===== src/verilog/pgir_defines.svh =====
// offsets, field positions and reset values of the power-good register bank
`ifndef PGIR_DEFINES_SVH
`define PGIR_DEFINES_SVH
`define PGIR_OFS_PG_CTRL1 8'h15
`define PGIR_OFS_PG_CTRL2 8'h16
`define PGIR_OFS_FAULT 8'h17
`define PGIR_OFS_RESET 8'h18
`define PGIR_OFS_TOP_INT 8'h19
`define PGIR_RST_PG_CTRL1 8'h73
`define PGIR_RST_PG_CTRL2 8'h04
`define PGIR_BIT_POL 7
`define PGIR_BIT_TWARN_GATE 2
`define PGIR_BIT_FAULT_SEL 1
`define PGIR_BIT_MODE 0
`define PGIR_BIT_SOFT_RESET 0
`define PGIR_BIT_DROP 7
`define PGIR_BIT_LINREG 6
`define PGIR_BIT_STEPDOWN 5
`define PGIR_BIT_CLKSYNC 4
`define PGIR_BIT_TSD 3
`define PGIR_BIT_TWARN 2
`define PGIR_BIT_OVP 1
`define PGIR_BIT_IMEAS 0
`define PGIR_FAULT_MASK 8'h0F
`define PGIR_CTRL2_MASK 8'h07
`define PGIR_LATCH_MASK 8'h9F
`define PGIR_RESET_CYCLES 4'h4
`endif


===== src/verilog/pgir_pkg.sv =====
// types shared by the power-good register bank
package pgir_pkg;
   typedef enum logic [1:0] {PGIR_RUN, PGIR_SRST, PGIR_RELOAD} pgir_state_e;

   // register write/read request from the serial interface
   typedef struct packed {
      logic wr;
      logic rd;
      logic [7:0] addr;
      logic [7:0] wdata;
   } pgir_req_s;

   // live analog events and levels
   typedef struct packed {
      logic [3:0] rail_ok;
      logic twarn;
      logic tsd;
      logic ovp;
      logic ext_clk_present;
      logic imeas_done;
      logic [7:0] stepdown_events;
      logic [7:0] linreg_events;
   } pgir_evt_s;
endpackage : pgir_pkg


===== src/verilog/pgir_soft_reset.sv =====
// software reset sequencer with self-clearing request bit
`include "pgir_defines.svh"
module pgir_soft_reset
   import pgir_pkg::*;
(
   input wire logic mclk,
   input wire logic resetn,
   input wire logic start,
   output logic regs_clear,
   output logic reload_otp,
   output logic serial_reset,
   output logic busy
);
   typedef struct packed {
      pgir_state_e st;
      logic [3:0] cnt;
   } pgir_srst_s;

   pgir_srst_s r;
   pgir_srst_s next_r;

   // hold registers in reset, then request a memory reload
   always_comb
   begin
      next_r = r;
      case (r.st)
         PGIR_RUN:
         begin
            if (start)
            begin
               next_r.st = PGIR_SRST;
               next_r.cnt = `PGIR_RESET_CYCLES;
            end
         end
         PGIR_SRST:
         begin
            next_r.cnt = r.cnt - 4'h1;
            if (r.cnt == 4'h1)
               next_r.st = PGIR_RELOAD;
         end
         PGIR_RELOAD:
            next_r.st = PGIR_RUN;
         default:
            next_r.st = PGIR_RUN;
      endcase
   end

   // state register
   always_ff @(posedge mclk)
   begin
      if (!resetn)
         r <= '{st: PGIR_RUN, cnt: 4'h0};
      else
         r <= next_r;
   end

   assign regs_clear = (r.st == PGIR_SRST);
   assign serial_reset = (r.st == PGIR_SRST);
   assign reload_otp = (r.st == PGIR_RELOAD);
   assign busy = (r.st != PGIR_RUN);
endmodule : pgir_soft_reset


===== src/verilog/pgir_regs.sv =====
// power-good control, fault latches, soft reset and top interrupt register
// Behaviour
// - thermal warning forces indicator inactive when gated
// - select live status or latched faults
// - mode bit: 0 gated, 1 continuous
// - four fault latches set on drop of a rail whose monitor enable bit is set
// - fault cleared by write one, rail valid
// - soft reset restores defaults, reloads, resets serial
// - soft reset bit clears itself
// - bit 7 latches indicator falling to inactive
// - bit 6 summarises linear regulator events
// - bit 5 summarises step-down events
// - bit 4 latches external clock change
// - bit 3 thermal shutdown, disable rails, outputs low
// - refuse enables while shutdown latch set
// - bit 2 latches thermal warning
// - bit 1 overvoltage, disable rails, outputs low
// - bit 0 latches load current result
// - latched bits clear by writing one
// - per-rail monitor enable bits
// - polarity bit selects indicator level
`include "pgir_defines.svh"
module pgir_regs
   import pgir_pkg::*;
(
   input wire logic mclk,
   input wire logic resetn,
   input wire pgir_req_s req,
   input wire pgir_evt_s evt,
   input wire logic [3:0] rail_enable_req,
   input wire logic ok_indicator_active,
   output logic [7:0] rdata,
   output logic power_ok_indicator,
   output logic [3:0] rail_enable,
   output logic outputs_force_low,
   output logic ok_indicator_mode,
   output logic reload_otp,
   output logic serial_reset
);
   typedef struct packed {
      logic [7:0] pg_ctrl1;
      logic [7:0] pg_ctrl2;
      logic [3:0] fault;
      logic [7:0] top_int;
      logic ok_q;
      logic clk_q;
      logic imeas_q;
      logic twarn_q;
      logic tsd_q;
      logic ovp_q;
      logic [7:0] rdata;
      logic soft_req;
      logic ok_pin;
   } pgir_regs_s;

   pgir_regs_s r;
   pgir_regs_s next_r;
   logic regs_clear;
   logic busy;
   logic live_ok;
   logic ok_level;
   logic [3:0] monitored_bad;

   // write-one-to-clear with set winning over the clear
   function automatic logic [7:0] w1c(input logic [7:0] cur,
                                      input logic [7:0] set,
                                      input logic [7:0] clr);
      w1c = (cur & ~clr) | set;
   endfunction : w1c

   function automatic logic hit(input pgir_req_s q, input logic [7:0] a);
      hit = q.wr && (q.addr == a);
   endfunction : hit

   pgir_soft_reset u_srst (
      .mclk(mclk),
      .resetn(resetn),
      .start(r.soft_req),
      .regs_clear(regs_clear),
      .reload_otp(reload_otp),
      .serial_reset(serial_reset),
      .busy(busy)
   );

   // monitored rails that are not valid
   assign monitored_bad = r.pg_ctrl1[3:0] & ~evt.rail_ok;

   // indicator decision: live or latched source, thermal gating
   always_comb
   begin
      if (r.pg_ctrl2[`PGIR_BIT_FAULT_SEL])
         live_ok = ~|r.fault;
      else
         live_ok = ~|monitored_bad;
      if (r.pg_ctrl2[`PGIR_BIT_TWARN_GATE] && evt.twarn)
         live_ok = 1'b0;
   end

   assign ok_level = live_ok ^ r.pg_ctrl1[`PGIR_BIT_POL];
   assign ok_indicator_mode = r.pg_ctrl2[`PGIR_BIT_MODE];

   // next-state of the whole register bank
   always_comb
   begin
      logic [7:0] set_top;
      logic [7:0] clr_top;
      logic [3:0] clr_fault;
      logic [7:0] wd;
      logic [7:0] fault_w;
      set_top = 8'h00;
      fault_w = 8'h00;
      clr_top = 8'h00;
      clr_fault = 4'h0;
      wd = req.wdata;
      next_r = r;
      next_r.ok_q = ok_indicator_active;
      next_r.clk_q = evt.ext_clk_present;
      next_r.imeas_q = evt.imeas_done;
      next_r.twarn_q = evt.twarn;
      next_r.tsd_q = evt.tsd;
      next_r.ovp_q = evt.ovp;
      next_r.soft_req = 1'b0;
      next_r.ok_pin = ok_level;
      // event detection
      set_top[`PGIR_BIT_DROP] = r.ok_q && !ok_indicator_active;
      set_top[`PGIR_BIT_CLKSYNC] = r.clk_q ^ evt.ext_clk_present;
      set_top[`PGIR_BIT_TSD] = evt.tsd && !r.tsd_q;
      set_top[`PGIR_BIT_TWARN] = evt.twarn && !r.twarn_q;
      set_top[`PGIR_BIT_OVP] = evt.ovp && !r.ovp_q;
      set_top[`PGIR_BIT_IMEAS] = evt.imeas_done && !r.imeas_q;
      // host writes
      if (hit(req, `PGIR_OFS_PG_CTRL1))
         next_r.pg_ctrl1 = wd;
      if (hit(req, `PGIR_OFS_PG_CTRL2))
         next_r.pg_ctrl2 = wd & `PGIR_CTRL2_MASK;
      if (hit(req, `PGIR_OFS_FAULT))
         clr_fault = wd[3:0] & evt.rail_ok;
      if (hit(req, `PGIR_OFS_TOP_INT))
         clr_top = wd & `PGIR_LATCH_MASK;
      if (hit(req, `PGIR_OFS_RESET) && wd[`PGIR_BIT_SOFT_RESET] && !busy)
         next_r.soft_req = 1'b1;
      fault_w = w1c({4'h0, r.fault}, {4'h0, monitored_bad},
                    {4'h0, clr_fault});
      next_r.fault = fault_w[3:0];
      next_r.top_int = w1c(r.top_int & `PGIR_LATCH_MASK, set_top,
                           clr_top);
      next_r.top_int[`PGIR_BIT_LINREG] = |evt.linreg_events;
      next_r.top_int[`PGIR_BIT_STEPDOWN] = |evt.stepdown_events;
      // read data
      case (req.addr)
         `PGIR_OFS_PG_CTRL1: next_r.rdata = r.pg_ctrl1;
         `PGIR_OFS_PG_CTRL2: next_r.rdata = r.pg_ctrl2;
         `PGIR_OFS_FAULT: next_r.rdata = {4'h0, r.fault};
         `PGIR_OFS_RESET: next_r.rdata = {7'h00, r.soft_req | busy};
         `PGIR_OFS_TOP_INT: next_r.rdata = r.top_int;
         default: next_r.rdata = 8'h00;
      endcase
      if (!req.rd)
         next_r.rdata = r.rdata;
      // soft reset returns the host registers and read data to defaults
      if (regs_clear)
      begin
         next_r.pg_ctrl1 = `PGIR_RST_PG_CTRL1;
         next_r.pg_ctrl2 = `PGIR_RST_PG_CTRL2;
         next_r.fault = 4'h0;
         next_r.top_int = 8'h00;
         next_r.rdata = 8'h00;
      end
   end

   // register the state
   always_ff @(posedge mclk)
   begin
      if (!resetn)
      begin
         r <= '0;
         r.pg_ctrl1 <= `PGIR_RST_PG_CTRL1;
         r.pg_ctrl2 <= `PGIR_RST_PG_CTRL2;
      end
      else
         r <= next_r;
   end

   // protection: rails off and outputs low on shutdown or overvoltage
   assign outputs_force_low = r.top_int[`PGIR_BIT_TSD] |
                              r.top_int[`PGIR_BIT_OVP] |
                              evt.tsd | evt.ovp;
   assign rail_enable = outputs_force_low ? 4'h0 : rail_enable_req;
   assign rdata = r.rdata;

   // pin level from the state flops; inactive after reset, no false drop
   assign power_ok_indicator = r.ok_pin;

   property p_drop;
      @(posedge mclk) disable iff (!resetn)
      (r.ok_q && !ok_indicator_active && !regs_clear)
      |=> r.top_int[`PGIR_BIT_DROP];
   endproperty
   a_drop: assert property (p_drop) else $error("drop not latched");

   property p_twarn_gate;
      @(posedge mclk) disable iff (!resetn)
      (r.pg_ctrl2[`PGIR_BIT_TWARN_GATE] && evt.twarn)
      |=> power_ok_indicator == $past(r.pg_ctrl1[`PGIR_BIT_POL]);
   endproperty
   a_twarn_gate: assert property (p_twarn_gate)
      else $error("warning did not gate");

   property p_latched_src;
      @(posedge mclk) disable iff (!resetn)
      (r.pg_ctrl2[`PGIR_BIT_FAULT_SEL] && |r.fault)
      |=> !power_ok_indicator ^ $past(r.pg_ctrl1[`PGIR_BIT_POL]);
   endproperty
   a_latched_src: assert property (p_latched_src)
      else $error("latched fault ignored");

   property p_fault_set;
      @(posedge mclk) disable iff (!resetn)
      (monitored_bad[0] && !regs_clear) |=> r.fault[0];
   endproperty
   a_fault_set: assert property (p_fault_set)
      else $error("fault latch not set");

   property p_fault_hold;
      @(posedge mclk) disable iff (!resetn)
      (r.fault[1] && !evt.rail_ok[1] && !regs_clear) |=> r.fault[1];
   endproperty
   a_fault_hold: assert property (p_fault_hold)
      else $error("fault cleared while rail bad");

   property p_soft;
      @(posedge mclk) disable iff (!resetn)
      r.soft_req |=> regs_clear ##4 !regs_clear ##[1:3] !busy;
   endproperty
   a_soft: assert property (p_soft) else $error("soft reset seq");

   property p_summary;
      @(posedge mclk) disable iff (!resetn)
      (!regs_clear) |=> r.top_int[`PGIR_BIT_LINREG] ==
                        $past(|evt.linreg_events);
   endproperty
   a_summary: assert property (p_summary)
      else $error("summary mismatch");

   property p_protect;
      @(posedge mclk) disable iff (!resetn)
      r.top_int[`PGIR_BIT_TSD] |-> rail_enable == 4'h0;
   endproperty
   a_protect: assert property (p_protect)
      else $error("rail enabled in shutdown");

   property p_mode_wr;
      @(posedge mclk) disable iff (!resetn)
      (req.wr && req.addr == `PGIR_OFS_PG_CTRL2 && !regs_clear)
      |=> ok_indicator_mode == $past(req.wdata[`PGIR_BIT_MODE]);
   endproperty
   a_mode_wr: assert property (p_mode_wr)
      else $error("mode bit not taken");

   property p_fault_clr;
      @(posedge mclk) disable iff (!resetn)
      (req.wr && req.addr == `PGIR_OFS_FAULT && req.wdata[0] &&
       evt.rail_ok[0] && !regs_clear) |=> !r.fault[0];
   endproperty
   a_fault_clr: assert property (p_fault_clr)
      else $error("valid rail fault not cleared");

   property p_rd_idle;
      @(posedge mclk) disable iff (!resetn)
      (req.rd && req.addr == `PGIR_OFS_RESET && !busy && !r.soft_req)
      |=> rdata == 8'h00;
   endproperty
   a_rd_idle: assert property (p_rd_idle)
      else $error("soft reset bit did not clear");

   property p_summary_sd;
      @(posedge mclk) disable iff (!resetn)
      (!regs_clear) |=> r.top_int[`PGIR_BIT_STEPDOWN] ==
                        $past(|evt.stepdown_events);
   endproperty
   a_summary_sd: assert property (p_summary_sd)
      else $error("step-down summary mismatch");

   property p_clksync;
      @(posedge mclk) disable iff (!resetn)
      (evt.ext_clk_present != r.clk_q && !regs_clear)
      |=> r.top_int[`PGIR_BIT_CLKSYNC];
   endproperty
   a_clksync: assert property (p_clksync)
      else $error("clock change not latched");

   property p_tsd;
      @(posedge mclk) disable iff (!resetn)
      (evt.tsd && !r.tsd_q && !regs_clear) |=> r.top_int[`PGIR_BIT_TSD];
   endproperty
   a_tsd: assert property (p_tsd)
      else $error("shutdown not latched");

   property p_twarn;
      @(posedge mclk) disable iff (!resetn)
      (evt.twarn && !r.twarn_q && !regs_clear)
      |=> r.top_int[`PGIR_BIT_TWARN];
   endproperty
   a_twarn: assert property (p_twarn)
      else $error("warning not latched");

   property p_ovp;
      @(posedge mclk) disable iff (!resetn)
      (evt.ovp && !r.ovp_q && !regs_clear) |=> r.top_int[`PGIR_BIT_OVP];
   endproperty
   a_ovp: assert property (p_ovp)
      else $error("overvoltage not latched");

   property p_live_off;
      @(posedge mclk) disable iff (!resetn)
      (evt.tsd || evt.ovp) |-> outputs_force_low && rail_enable == 4'h0;
   endproperty
   a_live_off: assert property (p_live_off)
      else $error("outputs not forced low");

   property p_imeas;
      @(posedge mclk) disable iff (!resetn)
      (evt.imeas_done && !r.imeas_q && !regs_clear)
      |=> r.top_int[`PGIR_BIT_IMEAS];
   endproperty
   a_imeas: assert property (p_imeas)
      else $error("measurement event not latched");

   property p_w1c;
      @(posedge mclk) disable iff (!resetn)
      (req.wr && req.addr == `PGIR_OFS_TOP_INT &&
       req.wdata[`PGIR_BIT_TSD] && !(evt.tsd && !r.tsd_q) && !regs_clear)
      |=> !r.top_int[`PGIR_BIT_TSD];
   endproperty
   a_w1c: assert property (p_w1c)
      else $error("latched bit not cleared");

   property p_zero_wr;
      @(posedge mclk) disable iff (!resetn)
      (req.wr && req.addr == `PGIR_OFS_TOP_INT &&
       !req.wdata[`PGIR_BIT_CLKSYNC] && r.top_int[`PGIR_BIT_CLKSYNC] &&
       !regs_clear) |=> r.top_int[`PGIR_BIT_CLKSYNC];
   endproperty
   a_zero_wr: assert property (p_zero_wr)
      else $error("zero write cleared a bit");

   property p_live_pol;
      @(posedge mclk) disable iff (!resetn)
      (resetn && !r.pg_ctrl2[`PGIR_BIT_FAULT_SEL] && !(|monitored_bad) &&
       !(r.pg_ctrl2[`PGIR_BIT_TWARN_GATE] && evt.twarn))
      |=> power_ok_indicator != $past(r.pg_ctrl1[`PGIR_BIT_POL]);
   endproperty
   a_live_pol: assert property (p_live_pol)
      else $error("indicator level wrong");
endmodule : pgir_regs


===== config.mk =====
export PLATFORM = sky130hd
export DESIGN_NAME = pgir_regs
export DESIGN_NICKNAME = d
export VERILOG_FILES = /design/src/verilog/pgir_pkg.sv /design/src/verilog/pgir_soft_reset.sv /design/src/verilog/pgir_regs.sv
export VERILOG_INCLUDE_DIRS = /design/src /design/src/verilog
export SDC_FILE = /design/constraint.sdc
export NUM_CORES = 1
export LEC_CHECK = 0
export CAP_MARGIN = 5
export CORE_AREA = 2 2 72 74
export CTS_CLUSTER_DIAMETER = 80
export DETAILED_ROUTE_END_ITERATION = 8
export DIE_AREA = 0 0 74 76
export DONT_BUFFER_PORTS = 1
export SETUP_SLACK_MARGIN = 0.3
export SLEW_MARGIN = 20
export SYNTH_ARGS = -nofsm -noshare
export SYNTH_HDL_FRONTEND = slang
export SYNTH_SLANG_ARGS = --single-unit

===== constraint.sdc =====
create_clock -name mclk -period 1.8 [get_ports mclk]
set_input_delay 0.36 -clock mclk [delete_from_list [all_inputs] [get_ports mclk]]
set_output_delay 0.36 -clock mclk [all_outputs]
set_load 0.005 [all_outputs]

**Word-level counts from Yosys, hierarchy flattened**

Index checks and enable logic that the tools add are counted.

- Add/sub/neg operators: 1
- Equality and inequality tests: 10
- Muxes and demuxes: 11
- Bitwise logic cells: 16
- Reduce and logical (&&, ||, !) cells: 31

Operators with widths:

| cell | number |
|---|---|
| equality test 8 x 5 -> 1 bit (second input constant) | 5 |
| case mux 8 bit (5 select lines) | 1 |
| OR reduction 8 bit | 2 |
| logical AND 1 bit | 13 |
| AND 4 bit | 3 |
| AND 8 bit | 1 |
| zero test 1 bit | 8 |
| two-way mux 4 bit | 2 |
| two-way mux 8 bit | 1 |
| NOT 4 bit | 2 |
| NOT 8 bit | 1 |
| OR 8 bit | 1 |
| case mux 4 bit (2 select lines) | 1 |
| OR reduction 4 bit | 2 |
| two-way mux 6 bit | 1 |
| equality test 4 x 1 -> 1 bit (second input constant) | 1 |
| OR 1 bit | 4 |
| OR 4 bit | 1 |
| case mux 2 bit (2 select lines) | 1 |
| AND reduction 2 bit | 2 |
| nonzero test 2 bit | 2 |
| subtractor 4 x 1 -> 4 bit (second input constant) | 1 |
| two-way mux 1 bit | 3 |
| equality test 2 x 1 -> 1 bit (second input constant) | 1 |
| 8 further kinds | 9 |

- Register bits: 45
- Input port bits: 50
- Logic and storage cells: 84

**Logic depth before layout (Yosys ltp)**

- Depth in word-level cells: 7
- Mapped depth: 7
- Mapped depth without buffers: 5

**By module**

From an unflattened synthesis, not the netlist that was laid out.

- Cells, all modules: 235
- Area total of the unflattened synthesis: 2232.1 µm²

By module, submodules not included:

| module | times used | cells an instance | area each (µm²) | seq. area each (µm²) |
|---|---|---|---|---|
| pgir_regs | 1 | 201 | 1918.1 | 780.7 |
| pgir_soft_reset | 1 | 34 | 314.1 | 120.1 |

**Worst setup path before layout**

Ideal clock, no wire load.

- Kind: in2reg
- From: in req[13] in the netlist's numbering
- To: reg r[16] in the netlist's numbering
- Data arrival time: 1324 ps
- Required time: 1684 ps
- Setup slack: 360 ps
- Cell stages on the path: 4
- Buffers on the path: 0
- Cell sequence: nor4b_4 and4_1 nand2_1 a31o_2

- Word-level cells in the longest chain between the ends: 6

Ends and longest elaborated chain:

| element | line | source |
|---|---|---|
| start, declared | pgir_regs.sv:28 | `input wire pgir_req_s req,` |
| equality test 8 x 5 -> 1 bit | pgir_regs.sv:72 | `hit = q.wr && (q.addr == a);` |
| logical AND 1 bit | pgir_regs.sv:72 |  |
| two-way mux 8 bit | pgir_regs.sv:138 | `` if (hit(req, `PGIR_OFS_TOP_INT)) `` |
| NOT 8 bit | pgir_regs.sv:68 | `w1c = (cur & ~clr) \| set;` |
| AND 8 bit | pgir_regs.sv:68 |  |
| OR 8 bit | pgir_regs.sv:68 |  |
| end signal, assigned | pgir_regs.sv:181 | `r <= next_r;` |
| end, declared | pgir_regs.sv:56 | `pgir_regs_s r;` |

No other way between the ends.
A chain may end at the register's enable or synchronous reset.

**Worst setup path in the final report**

- From: reg r[17] in the netlist's numbering
- To: out rail_enable[1]

- Word-level cells in the longest chain between the ends: 4

Ends and longest elaborated chain:

| element | line | source |
|---|---|---|
| OR 1 bit (3 in a row) | pgir_regs.sv:185 | `` assign outputs_force_low = r.top_int[`PGIR_BIT_TSD] \| `` |
| two-way mux 4 bit | pgir_regs.sv:188 | `assign rail_enable = outputs_force_low ? 4'h0 : rail_enable_req;` |
| end, declared | pgir_regs.sv:34 | `output logic [3:0] rail_enable,` |

No other way between the ends.

==> qor.txt <==
Fraction of layout cells with a size suffix above 1 - 12.6%
Hold WC Path Type - in2reg
Avg Vias per Cell - 5.55
Static Leakage - 0.812 nW
Area grow syn2layout - 7.57%
Global-route wire length before repair - 8.15 mm
Worst Path Max Fanout - 5
Gr usage total - 18.8%
P per Cell Area - 795 mW/mm2
Remaining DRCs - 0
R2R Setup Slk - 0.39 ns
CP endpoint kind - output pin
VDD IR max - 0.409 mV
Number of flops mapped to enable cells by yosys - 0
Crit Path Category - reg2out
Post-synthesis register bit count - 45
Final Max Tran Viols - 0
Prevailing post-synth register cell - dfxtp_1
Total grt overflow - 0
Final Setup Violations - 0
Final setup TNS - 0 ns
CTS buffer count - 5
Number of cell rows - 26
Top Ports - 67
Clock sink count - 45
Syn Area/Cell - 8.71 um2
PortBufs - 0
Die Span X - 74 um
Pin count of the biggest net entering global routing - 18
Fmax achieved - 658 MHz
Hpwl dp - 3.79 mm
Clock transition at path regs - 0.07 ns
Synth top cells by count - dfxtp_1 (45), nor2_1 (19), nand2_1 (17)
Synth Instances - 241
CTS Root Buffer Type - clkbuf_8
Worst-Margin Slew - 0.381 ns
NumNets Final - 291
Critical Path RT - 1.44 ns
Starting Density - 42.7%
Net Count, Synth - 293
Die area - 0.00562 mm2
Worst Hold Launch - evt[16]
Hold Path Cell Cnt - 1
Max_slew headroom - 74.5%
Ranking of synthesized cells by area - dfxtp_1 (43%), a22o_1 (4.2%), a21oi_1 (3.6%)
Synth async-reset ratio - 0%
CTS tree - built
Synth Cell Area - 0.00210 mm2
R2R depth - 4
Die Ht - 76 um
Pre-antenna DRT Iters - 4
Antenna-violating nets left - 0
Sequential cell area fraction in the yosys report - 42.9%
Vias - 1714
Placer Congestion - 0.805
Core area - 0.00491 mm2
N_diodes - 0
Outcome - completed
RR Startpoint - r[39]
Fin crit period - 1.52 ns
Initial DRC Count - 124
Worst-Skew Late Latency - 0.30 ns
Critical path arrival - 1.16 ns
Reg-to-Reg End - power_ok_indicator
Startpoint Class - flop
Top-area cell type share of the netlist area - 42.9%
WL final - 5.03 mm
RSZ-0062 raised after global routing - yes
CTS max path bufs - 2
Hold Buf Count CTS - 0
Final Hold Fails - 0
DR WL/cell - 16.3 um
Tcrit/Tclk final - 84.5%
Tot Pwr - 1.80 mW
Netlist cell types - 45
Antenna violations before repair - 0
Yosys top cell by area - dfxtp_1
H-tree depth - 2
Most common cell in the netlist - dfxtp_1
Vias in the first global route - 1663
Max cap viols - 0
YS warnings - 0
Hold endpoint - r[13]
Clock Skew - 0.00473 ns
-- flip-flops by register name, indices dropped and copies added (netlist names) --
name / cells
u_srst.r: 6
ok_indicator_mode: 1
rdata: 8
power_ok_indicator: 1
r: 29
-- cell families after synthesis --
kind of cell               share of synthesized area [%]
and+or+nand+nor                                     27.6
AOI/OAI and AO/OA                                   19.4
DFF                                                 42.9
buffers and inverters                               6.50
muxes                                               2.03
adders and majority gates                           1.19
xor gates and xnor gates                           0.417
-- stage by stage --
step	util [%]	instances	area [um2]	setup slack [ns]	hold slack (ns)
floorplan	-	241	2100	0.360	0.412
global placement	43.6	301	2140	0.208	0.425
detailed placement	43.6	301	2140	0.182	0.430
CTS	45.9	309	2260	0.256	0.173
global route	46.0	309	2260	0.194	0.170
finish	46.0	309	2260	0.280	0.182
-- how the worst max path moves through the flow --
stage / from / end / cells after the start / slack [ns]
2_1_floorplan: req[13] / r[16] / 4 / 0.36
3_3_place_gp: req[13] / r[17] / 4 / 0.21
3_5_place_dp: req[13] / r[17] / 4 / 0.18
4_1_cts: r[17] / rail_enable[1] / 2 / 0.26
5_1_grt: r[17] / rail_enable[1] / 2 / 0.19
6_report: r[17] / rail_enable[1] / 2 / 0.28
-- placed cells by master, fill, tap and decap left out, drive strengths merged, types with 2 or more instances in the layout --
master / instances
dfxtp: 45
nor2b: 7
a22oi: 5
clkbuf: 7
nand2: 17
ha: 2
nand3: 8
a21oi: 15
nor3b: 4
mux2i: 2
nand2b: 7
nand4: 5
buf: 9
nor4: 8
inv: 7
mux2: 2
o21bai: 2
nor3: 9
o22ai: 4
nor2: 20
and2: 10
o32ai: 2
o21ai: 11
nand3b: 2
a22o: 10
a31o: 3
-- final cells by class --
cell class / instances / area, um2
clock buffer: 7 / 86.3
timing repair buffer: 9 / 67.6
tap: 70 / 87.6
sequential: 45 / 907
fill: 492 / 2650
inverter: 8 / 30.0
multi-input combinational: 170 / 1080
-- timing repair --
action	in CTS	in global routing
pin swaps	3	0
setup buffers	1	0
resized for setup	5	2
setup endpoints to repair	5	17
-- worst max-delay path, stage by stage, from the launching register on --
cell     delay [ns]
dfxtp_4        0.36
nor4_4         0.31
and2_4         0.20
-- routing by layer --
metal / vias to the layer above / part of all wire (%) / GRT usage (%)
met2: 52 / 46 / 28.6
met5: - / 0 / 0
met1: 795 / 44 / 24.1
li1: 860 / - / -
met3: 7 / 8.2 / 6.61
met4: 0 / 1.5 / 7.09
-- power breakdown --
part | internal [mW] | switching, mW
Sequential | 1.02 | 0.0181
Clock | 0.305 | 0.315
Combinational | 0.0680 | 0.0673
Total | 1.39 | 0.401
No activity file was read; power rests on OpenSTA's default activity.
